==> config.mk <==
export PLATFORM = sky130hd
export DESIGN_NAME = adcsc_ctrl
export DESIGN_NICKNAME = d
export VERILOG_FILES = /design/src/rtl/adcsc_pkg.sv /design/src/rtl/adcsc_ctrl.sv
export VERILOG_INCLUDE_DIRS = /design/src /design/src/rtl
export SDC_FILE = /design/constraint.sdc
export NUM_CORES = 1
export LEC_CHECK = 0
export ABC_AREA = 1
export BUFFER_PORTS_ARGS = -buffer_cell sky130_fd_sc_hd__buf_4
export CORE_UTILIZATION = 55
export CTS_BUF_LIST = sky130_fd_sc_hd__clkbuf_8
export CTS_CLUSTER_SIZE = 24
export DETAILED_ROUTE_END_ITERATION = 7
export GPL_TIMING_DRIVEN = 0
export PLACE_DENSITY = 0.83
export SLEW_MARGIN = 20
export SYNTH_ARGS = -nofsm -noshare
export SYNTH_HDL_FRONTEND = slang
export SYNTH_SLANG_ARGS = --single-unit
==> constraint.sdc <==
create_clock -name clk -period 3.05 [get_ports clk]
set_input_delay 0.1525 -clock clk [delete_from_list [all_inputs] [get_ports clk]]
set_output_delay 0.1525 -clock clk [all_outputs]
set_load 0.02 [all_outputs]
==> src/rtl/adcsc_defs.svh <==
// Offsets, field positions, reset values and timing counts for the
// converter status/control block. Included by the control module and the bench.
`ifndef ADCSC_DEFS_SVH
`define ADCSC_DEFS_SVH

// Register indices on the plain register port
`define ADCSC_OFS_SC1      4'h0
`define ADCSC_OFS_SC2      4'h1
`define ADCSC_OFS_STAT     4'h2
`define ADCSC_OFS_RESL     4'h3

// Field positions in the first status/control register
`define ADCSC_BIT_DONE     7
`define ADCSC_BIT_IEN      6
`define ADCSC_BIT_CONT     5
`define ADCSC_CH_HI        4

// Field positions in the second control register
`define ADCSC_BIT_TRG      6
`define ADCSC_BIT_CMPE     5

// Reset values
`define ADCSC_RST_SC1      8'h1F
`define ADCSC_RST_SC2      8'h00

// Channel codes
`define ADCSC_CH_LAST_IN   5'h1B
`define ADCSC_CH_RSVD      5'h1C
`define ADCSC_CH_REFH      5'h1D
`define ADCSC_CH_REFL      5'h1E
`define ADCSC_CH_OFF       5'h1F

// Conversion time in bus cycles
`define ADCSC_CONV_CYCLES  6'h14

`endif

==> src/rtl/adcsc_pkg.sv <==
// Types shared by the converter status/control block.
// Assumes adcsc_defs.svh is on the include path.
package adcsc_pkg;

	typedef enum logic [1:0] {
		ADCSC_IDLE,
		ADCSC_CONV,
		ADCSC_OFF
	} adcsc_state_t;

	typedef enum logic [1:0] {
		ADCSC_SRC_IN,
		ADCSC_SRC_REFH,
		ADCSC_SRC_REFL,
		ADCSC_SRC_NONE
	} adcsc_src_t;

endpackage

==> src/rtl/adcsc_ctrl.sv <==
// Status/control register one of a 10-bit successive-approximation
// converter: done flag, interrupt, single/continuous, channel select.
// Assumes a plain register port on clk and a converter core that reports
// the end of each conversion with a one-cycle conv_end pulse.
`timescale 1ns/1ps

`include "adcsc_defs.svh"

module adcsc_ctrl
	import adcsc_pkg::*;
(
	// Clock and reset
	input  wire logic       clk,
	input  wire logic       rst_n,
	// Register port
	input  wire logic [3:0] reg_addr,
	input  wire logic [7:0] reg_wdata,
	input  wire logic       reg_wr,
	input  wire logic       reg_rd,
	output logic      [7:0] reg_rdata,
	// Converter core
	input  wire logic       hw_trigger_in,
	input  wire logic       conv_end,
	input  wire logic       cmp_true,
	output logic            conv_start,
	output logic            conv_abort,
	output logic            conv_active,
	output logic            conv_power,
	output logic      [4:0] input_sel,
	output logic      [1:0] source_sel,
	// Interrupt
	output logic            done_irq
);

	// ------------------------------------------------------------
	// Reset release and trigger synchroniser
	// ------------------------------------------------------------
	logic       rst_s1_r;
	logic       rst_s2_r;
	logic       trg_s1_r;
	logic       trg_s2_r;
	logic       trg_s3_r;
	logic       hw_evt;

	always_ff @(posedge clk or negedge rst_n) begin
		if (!rst_n) begin
			rst_s1_r <= 1'b0;
			rst_s2_r <= 1'b0;
		end else begin
			rst_s1_r <= 1'b1;
			rst_s2_r <= rst_s1_r;
		end
	end

	always_ff @(posedge clk or negedge rst_s2_r) begin
		if (!rst_s2_r) begin
			trg_s1_r <= 1'b0;
			trg_s2_r <= 1'b0;
			trg_s3_r <= 1'b0;
		end else begin
			trg_s1_r <= hw_trigger_in;
			trg_s2_r <= trg_s1_r;
			trg_s3_r <= trg_s2_r;
		end
	end

	assign hw_evt = trg_s2_r & ~trg_s3_r;

	// ------------------------------------------------------------
	// Registers
	// ------------------------------------------------------------
	logic       done_irq_enable_r;
	logic       continuous_enable_r;
	logic [4:0] channel_select_r;
	logic       trigger_select_r;
	logic       compare_enable_r;
	logic       conv_done_flag_r;
	logic       wr_sc1;
	logic       rd_resl;
	logic       done_set;

	localparam logic [7:0] RST_SC1 = `ADCSC_RST_SC1;

	assign wr_sc1  = reg_wr && reg_addr == `ADCSC_OFS_SC1;
	assign rd_resl = reg_rd && reg_addr == `ADCSC_OFS_RESL;

	always_ff @(posedge clk or negedge rst_s2_r) begin
		if (!rst_s2_r) begin
			done_irq_enable_r   <= RST_SC1[`ADCSC_BIT_IEN];
			continuous_enable_r <= RST_SC1[`ADCSC_BIT_CONT];
			channel_select_r    <= RST_SC1[`ADCSC_CH_HI:0];
		end else if (wr_sc1) begin
			done_irq_enable_r   <= reg_wdata[`ADCSC_BIT_IEN];
			continuous_enable_r <= reg_wdata[`ADCSC_BIT_CONT];
			channel_select_r    <= reg_wdata[`ADCSC_CH_HI:0];
		end
	end

	always_ff @(posedge clk or negedge rst_s2_r) begin
		if (!rst_s2_r) begin
			trigger_select_r <= 1'b0;
			compare_enable_r <= 1'b0;
		end else if (reg_wr && reg_addr == `ADCSC_OFS_SC2) begin
			trigger_select_r <= reg_wdata[`ADCSC_BIT_TRG];
			compare_enable_r <= reg_wdata[`ADCSC_BIT_CMPE];
		end
	end

	// ------------------------------------------------------------
	// Conversion sequencing
	// ------------------------------------------------------------
	adcsc_state_t state_r;
	adcsc_state_t state_nxt;
	logic         ch_off;
	logic         sw_go;
	logic         hw_go;
	logic         again;
	logic         fin;

	assign ch_off = wr_sc1 && reg_wdata[`ADCSC_CH_HI:0] == `ADCSC_CH_OFF;
	assign sw_go  = wr_sc1 && !ch_off && !trigger_select_r;
	assign hw_go  = trigger_select_r && hw_evt && state_r != ADCSC_OFF;
	assign fin    = state_r == ADCSC_CONV && conv_end && !wr_sc1;
	assign again  = fin && continuous_enable_r;

	always_comb begin
		state_nxt = state_r;
		unique case (state_r)
			ADCSC_IDLE: begin
				if (hw_go)
					state_nxt = ADCSC_CONV;
			end
			ADCSC_CONV: begin
				if (conv_end && !continuous_enable_r)
					state_nxt = ADCSC_IDLE;
			end
			ADCSC_OFF: begin
				state_nxt = ADCSC_OFF;
			end
		endcase
		if (wr_sc1) begin
			if (ch_off)
				state_nxt = ADCSC_OFF;
			else if (!trigger_select_r)
				state_nxt = ADCSC_CONV;
			else
				state_nxt = ADCSC_IDLE;
		end
	end

	always_ff @(posedge clk or negedge rst_s2_r) begin
		if (!rst_s2_r)
			state_r <= ADCSC_OFF;
		else
			state_r <= state_nxt;
	end

	always_ff @(posedge clk or negedge rst_s2_r) begin
		if (!rst_s2_r) begin
			conv_start  <= 1'b0;
			conv_abort  <= 1'b0;
			conv_active <= 1'b0;
			conv_power  <= 1'b0;
		end else begin
			conv_start  <= sw_go
				|| (state_r == ADCSC_IDLE && hw_go && !wr_sc1) || again;
			conv_abort  <= wr_sc1 && state_r == ADCSC_CONV;
			conv_active <= state_nxt == ADCSC_CONV;
			conv_power  <= state_nxt == ADCSC_CONV;
		end
	end

	always_ff @(posedge clk or negedge rst_s2_r) begin
		if (!rst_s2_r) begin
			input_sel  <= 5'h00;
			source_sel <= ADCSC_SRC_NONE;
		end else begin
			input_sel <= (channel_select_r <= `ADCSC_CH_LAST_IN) ?
				channel_select_r : 5'h00;
			if (channel_select_r <= `ADCSC_CH_LAST_IN)
				source_sel <= ADCSC_SRC_IN;
			else if (channel_select_r == `ADCSC_CH_REFH)
				source_sel <= ADCSC_SRC_REFH;
			else if (channel_select_r == `ADCSC_CH_REFL)
				source_sel <= ADCSC_SRC_REFL;
			else
				source_sel <= ADCSC_SRC_NONE;
		end
	end

	// ------------------------------------------------------------
	// Done flag and interrupt
	// ------------------------------------------------------------
	// set condition
	assign done_set = fin && (!compare_enable_r || cmp_true);

	always_ff @(posedge clk or negedge rst_s2_r) begin
		if (!rst_s2_r)
			conv_done_flag_r <= 1'b0;
		else if (done_set)
			conv_done_flag_r <= 1'b1;
		// clear on write or low read
		else if (wr_sc1 || rd_resl)
			conv_done_flag_r <= 1'b0;
	end

	always_ff @(posedge clk or negedge rst_s2_r) begin
		if (!rst_s2_r)
			done_irq <= 1'b0;
		else
			done_irq <= (done_set || (conv_done_flag_r && !wr_sc1
				&& !rd_resl)) && done_irq_enable_r;
	end

	always_ff @(posedge clk or negedge rst_s2_r) begin
		if (!rst_s2_r)
			reg_rdata <= 8'h00;
		else if (reg_rd) begin
			unique case (reg_addr)
				`ADCSC_OFS_SC1: reg_rdata <= {conv_done_flag_r,
					done_irq_enable_r, continuous_enable_r,
					channel_select_r};
				`ADCSC_OFS_SC2: reg_rdata <= {state_r == ADCSC_CONV,
					trigger_select_r, compare_enable_r, 5'h00};
				`ADCSC_OFS_STAT: reg_rdata <= {6'h00, conv_power,
					conv_active};
				default: reg_rdata <= 8'h00;
			endcase
		end else
			reg_rdata <= 8'h00;
	end

	// ------------------------------------------------------------
	// Checks
	// ------------------------------------------------------------
	property p_abort;
		@(posedge clk) disable iff (!rst_s2_r)
		wr_sc1 && state_r == ADCSC_CONV |=> conv_abort;
	endproperty
	a_abort: assert property (p_abort) else $error("no abort");

	property p_no_ro_set;
		@(posedge clk) disable iff (!rst_s2_r)
		wr_sc1 && !done_set |=> !conv_done_flag_r;
	endproperty
	a_no_ro_set: assert property (p_no_ro_set) else $error("flag set");

	property p_set_nocmp;
		@(posedge clk) disable iff (!rst_s2_r)
		fin && !compare_enable_r |=> conv_done_flag_r;
	endproperty
	a_set_nocmp: assert property (p_set_nocmp) else $error("no set");

	property p_set_cmp;
		@(posedge clk) disable iff (!rst_s2_r)
		$rose(conv_done_flag_r) |-> $past(compare_enable_r) ?
			$past(cmp_true) : 1'b1;
	endproperty
	a_set_cmp: assert property (p_set_cmp) else $error("cmp set");

	property p_clear;
		@(posedge clk) disable iff (!rst_s2_r)
		rd_resl && !done_set |=> !conv_done_flag_r;
	endproperty
	a_clear: assert property (p_clear) else $error("no clear");

	property p_irq;
		@(posedge clk) disable iff (!rst_s2_r)
		done_irq |-> conv_done_flag_r && done_irq_enable_r;
	endproperty
	a_irq: assert property (p_irq) else $error("bad irq");

	property p_off;
		@(posedge clk) disable iff (!rst_s2_r)
		ch_off |=> !conv_power && !conv_start;
	endproperty
	a_off: assert property (p_off) else $error("not off");

	property p_lowpow;
		@(posedge clk) disable iff (!rst_s2_r)
		fin && !continuous_enable_r && !hw_go |=> !conv_power;
	endproperty
	a_lowpow: assert property (p_lowpow) else $error("powered");

	c_done: cover property (@(posedge clk) $rose(conv_done_flag_r));
	c_irq:  cover property (@(posedge clk) $rose(done_irq));
	c_hw:   cover property (@(posedge clk) hw_go && state_r == ADCSC_IDLE);

endmodule

## Yosys cells after proc, flatten, opt, wreduce, memory -nomap -nowiden

Cells that the tools add are included.
W data, S select, Z words.

| storage, ports and cells | value |
|---|---|
| bits in registers | 36 |
| input port bits | 19 |
| output and inout port bits | 20 |
| word-level logic and storage cells | 79 |

| cells by class | value |
|---|---|
| $lt $le $gt $ge | 1 |
| equality and inequality tests | 10 |
| multiplexer cells | 14 |
| bitwise gates (word level) | 2 |
| reductions and logical operators | 33 |

Operators by type and width:

| operator | number |
|---|---|
| $pmux W8 S3 | 1 |
| $logic_and A1 B1 Y1 | 19 |
| $eq A5 B5 Y1 const B | 3 |
| $mux W2 | 6 |
| $eq A4 B2 Y1 const B | 2 |
| $mux W8 | 1 |
| $logic_not A1 Y1 | 6 |
| $pmux W2 S3 | 1 |
| $le A5 B5 Y1 const B | 1 |
| $logic_or A1 B1 Y1 | 5 |
| $mux W5 | 1 |
| $eq A2 B1 Y1 const B | 2 |
| $eq A4 B1 Y1 const B | 1 |
| $logic_not A4 Y1 | 1 |
| $mux W1 | 4 |
| $eq A2 B2 Y1 const B | 1 |
| $logic_not A2 Y1 | 1 |
| $ne A2 B2 Y1 const B | 1 |
| $reduce_bool A2 Y1 | 1 |
| $and A1 B1 Y1 | 1 |
| $not A1 Y1 | 1 |

## Depth between registers and ports, before layout

| logic depth | value |
|---|---|
| word-level depth | 8 |
| depth in mapped cells | 7 |
| mapped depth without buffers | 7 |

## Worst setup path after synthesis

No wires, ideal clock.

| timing | value |
|---|---|
| path kind | register to register |
| start point | reg state_r[1] |
| end point | reg conv_power |
| setup time | 0.121 ns |
| arrival | 1.215 ns |
| required time | 2.929 ns |
| slack | 1.714 ns |
| stages on the path, launching flop included | 7 |
| buffers on the path | 0 |
| clock period less this slack | 1.336 ns |
| path through | dfstp_2 inv_1 ha_1 o21ai_0 nand3_1 nand2_1 a21oi_2 |

| on the way | value |
|---|---|
| cells in the longest elaborated chain, start to end | 6 |
| elaborated cells on any way between the ends | 10 |
| classes of those cells | eq/ne (4); mux (4); reduce/logical (2) |

Ends and longest elaborated chain:

| item | RTL line | text |
|---|---|---|
| from (decl) | adcsc_ctrl.sv:112 | `adcsc_state_t state_r;` |
| from (signal assigned) | adcsc_ctrl.sv:155 | `state_r <= state_nxt;` |
| $ne A2 B2 Y1 | adcsc_ctrl.sv:122 | `assign hw_go = trigger_select_r && hw_evt && state_r != ADCSC_OFF;` |
| $logic_and A1 B1 Y1 | adcsc_ctrl.sv:122 |  |
| $mux W2 | adcsc_ctrl.sv:130 | `if (hw_go)` |
| $pmux W2 S3 * | adcsc_ctrl.sv:128 | `unique case (state_r)` |
| $mux W2 * | adcsc_ctrl.sv:141 | `if (wr_sc1) begin` |
| net state_nxt[1] | adcsc_ctrl.sv:113 | `adcsc_state_t state_nxt;` |
| $eq A2 B1 Y1 * | adcsc_ctrl.sv:169 | `conv_power <= state_nxt == ADCSC_CONV;` |
| to (signal assigned) | adcsc_ctrl.sv:163 | `conv_power <= 1'b0;` |
| to (signal assigned) | adcsc_ctrl.sv:169 |  |
| to (decl) | adcsc_ctrl.sv:28 | `output logic conv_power,` |

Mark *: on every way through the listed nets, which the timed path passes. The rest lies on a longest branch.
A chain may end at the register's enable or synchronous reset.

## Worst setup path in the final report

| timing | value |
|---|---|
| start point | reg state_r[1] |
| end point | reg conv_power |

| on the way | value |
|---|---|
| cells in the longest elaborated chain, start to end | 6 |
| elaborated cells on any way between the ends | 10 |
| classes of those cells | eq/ne (4); mux (4); reduce/logical (2) |

Ends and longest elaborated chain:

| item | RTL line |
|---|---|
| $ne A2 B2 Y1 | adcsc_ctrl.sv:122 |
| $logic_and A1 B1 Y1 | adcsc_ctrl.sv:122 |
| $mux W2 | adcsc_ctrl.sv:130 |
| $pmux W2 S3 * | adcsc_ctrl.sv:128 |
| $mux W2 * | adcsc_ctrl.sv:141 |
| $eq A2 B1 Y1 * | adcsc_ctrl.sv:169 |

Every way passes the cells marked *; elsewhere a longest branch is shown, timed or not.

==> out/metrics.csv <==
metric;value;unit
antenna_found_initial;0;
synth-seq-cells;36;
clock_latency;0.28;ns
power_per_cell_area;661;mW/mm^2
finalHoldViolations;0;
grt_pass1_vias;1074;
ant_nets;0;
rr_worst_depth;7;
synth_area_leaders;dfrtp_1 (48%), dfstp_2 (14%), nand2_1 (6.1%);
synth_top_area_share;47.7;%
gp_congestion;0.789;
synth_fp_nets;164;
crit_chain;inv_1, ha_1, inv_1, nand3_1, nand2_1, nand3_1, a21oi_2;
n_antenna_cell;0;
ir_drop;0.530;mV
dr.pass1.iters;4;
min_path_type;in -> reg;
root_buffer;clkbuf_8;
clk_pin_slew;0.07;ns
grt_pass1_wl;4.51;mm
drt-total-wl;2.82;mm
dieArea;0.00288;sq mm
r2r_start;state_r[1];
synthArstFlopShare;100;%
hp-start;reg_wdata[2];
synthSimpleGateAreaFrac;19.3;%
synthAdderAreaFrac;2.55;%
hold_path_end;channel_select_r[2];
max_freq;686;MHz
fin_nets;210;
clock_sinks;36;
setup.worst_path.start_class;flip-flop;
reg2reg_to;conv_power;
via_per_inst;5.11;
fp.dieH;53.7;um
postCtsSetupBuffers;0;
outcome;finished clean;
maxSlewHeadroom;52.8;%
post-dp-hpwl;2.06;mm
netlist_area;0.00147;sq mm
cts_tree;done;
drive_above_1_share;37.6;%
r2r_slack;1.59;ns
required;3.26;ns
hold_path_depth;3;
synth-main-ff-cell;dfrtp_1;
drv_slew;0;
end_kind;flip-flop;
yosysSeqAreaShare;62.0;%
grtUsageTotal;23.4;%
grt-ovfl-total;0;
yosysTopAreaCell;dfrtp_1;
ios;39;
coreArea;0.00250;sq mm
wl_per_cell;12.9;um
slowest_stage;dfstp_2;
leakagePower;0.950;nW
finalCritPeriodShare;47.8;%
drt_iter0_drc;22;
start_util;58.8;%
synth_edf_count;0;
critPathMaxStageDelay;0.53;ns
cpLargestDelayFamily;flip-flops;
finClkSkew;0.00757;ns
ys_types;25;
yosys-mux-area-fraction;0;%
max_cap_violations;0;
synth_compound_area_share;8.94;%
fin_tns_setup;0;ns
crit_path_max_fanout;4;
holdWs;0.0730;ns
numPortBuffers;37;
setup_viol;0;
synth.avg_cell_area;10.4;sq um
rsz0062_at_grt;false;
setup.worst_path.class;reg -> reg;
cts_buffers;5;
synth_xor_area_share;0;%
synth_top_family_by_area;simple AND/OR/NAND/NOR gates;
rows;18;
grt_start_max_net_pins;35;
ys_warn_count;0;
cts_max_path_buffers;2;
drc_errors;0;
arrival;1.67;ns
dieWidth;53.7;um
fin_crit;1.46;ns
crit_buf_inv;2;
htree_levels;2;
worst_pin_slew;0.709;ns
vias;1119;
synthCells;142;
areaGrowthSynthToFinish;29.0;%
[cell type report]
class / instances / area [sq um]
clock buffers: 6 / 82.6
inverters: 21 / 83.8
flip-flops and latches: 36 / 912
fillers: 178 / 603
repair buffers: 39 / 298
plain buffers: 2 / 18.8
clock inverters: 2 / 7.51
well taps: 30 / 37.5
multi-input cells: 83 / 457
[routing by layer]
layer  vias up  track usage [%]  part of all wire, %
met5         -                0                    0
met4         0             13.2                  2.1
met3         8             9.89                  6.2
met2        44             38.7                   52
met1       528             25.0                   40
li1        539                -                    -
[worst max path at each step]
stage | startpoint | to | depth (start not counted)
after global placement | state_r[1] | conv_power | 6
after global routing | state_r[1] | conv_power | 7
after CTS | state_r[1] | conv_power | 6
final | state_r[1] | conv_power | 7
after floorplan | state_r[1] | conv_power | 6
after detailed placement | state_r[1] | conv_power | 6
[registers in the layout, summed over array words and instances, names as in the netlist, 2 cells and up]
name / flops
channel_select_r: 5
input_sel: 5
reg_rdata: 8
source_sel: 2
state_r: 2
[cells in the mapped netlist (2+ instances only)]
library cell / number
nor2_4: 2
o21ai_0: 4
nand2_2: 4
inv_2: 2
ha_1: 3
dfstp_2: 8
dfrtp_1: 28
o21ai_2: 4
o21ai_1: 3
nor3_1: 5
a21oi_1: 9
nand3_1: 9
nand2_1: 24
nor2_1: 8
nand4_1: 2
inv_1: 18
[placed cells by master (no fill, tap or decap), types with 2 or more instances in the layout]
cell type | netlist | layout
a21oi_1 | 9 | 9
buf_4 | 1 | 38
clkbuf_8 | 0 | 6
dfrtp_1 | 28 | 27
dfstp_2 | 8 | 8
dlygate4sd3_1 | 0 | 2
ha_1 | 3 | 3
inv_1 | 18 | 20
inv_2 | 2 | 2
nand2_1 | 24 | 24
nand2_2 | 4 | 4
nand3_1 | 9 | 9
nand4_1 | 2 | 2
nor2_1 | 8 | 8
nor2_4 | 2 | 2
nor3_1 | 5 | 5
o21ai_0 | 4 | 4
o21ai_1 | 3 | 3
o21ai_2 | 4 | 4
[worst reg2reg max path, stage by stage, from the launching register on]
cell     delay [ns]
dfstp_2        0.53
inv_1          0.06
ha_1           0.32
inv_1          0.07
nand3_1        0.09
nand2_1        0.07
nand3_1        0.11
a21oi_2        0.14
[report_power, final]
part	total (mW)	switching [mW]	internal, mW
clock	0.336	0.158	0.177
sequential	0.618	0.0491	0.569
combinational	0.300	0.172	0.128
[through the flow]
step	power, mW	instance area, sq um	cells	worst slack (ns)	utilization, %
floorplan	0.800	1470	142	1.71	-
global placement	0.911	1790	209	1.65	71.4
detailed placement	0.927	1790	209	1.60	71.5
CTS	1.26	1900	219	1.59	75.9
global route	1.32	1900	219	1.51	75.9
finish	1.25	1900	219	1.59	75.9
[cells by family (layout without fill, tap and decap cells)]
group	count (synthesis)	count (layout)
AO/OA/AOI/OAI	22	22
adder cells (fa/ha/maj)	3	3
buffers and inverters	23	70
flip-flops	36	36
other	1	1
AND/OR/NAND/NOR	57	57
[what timing repair did]
item / in CTS / in global routing
gates resized for setup: 0 / 0
endpoints found under the hold margin: 3 / 0
hold buffers: 2 / 0
(Power assumes the default switching activity.)
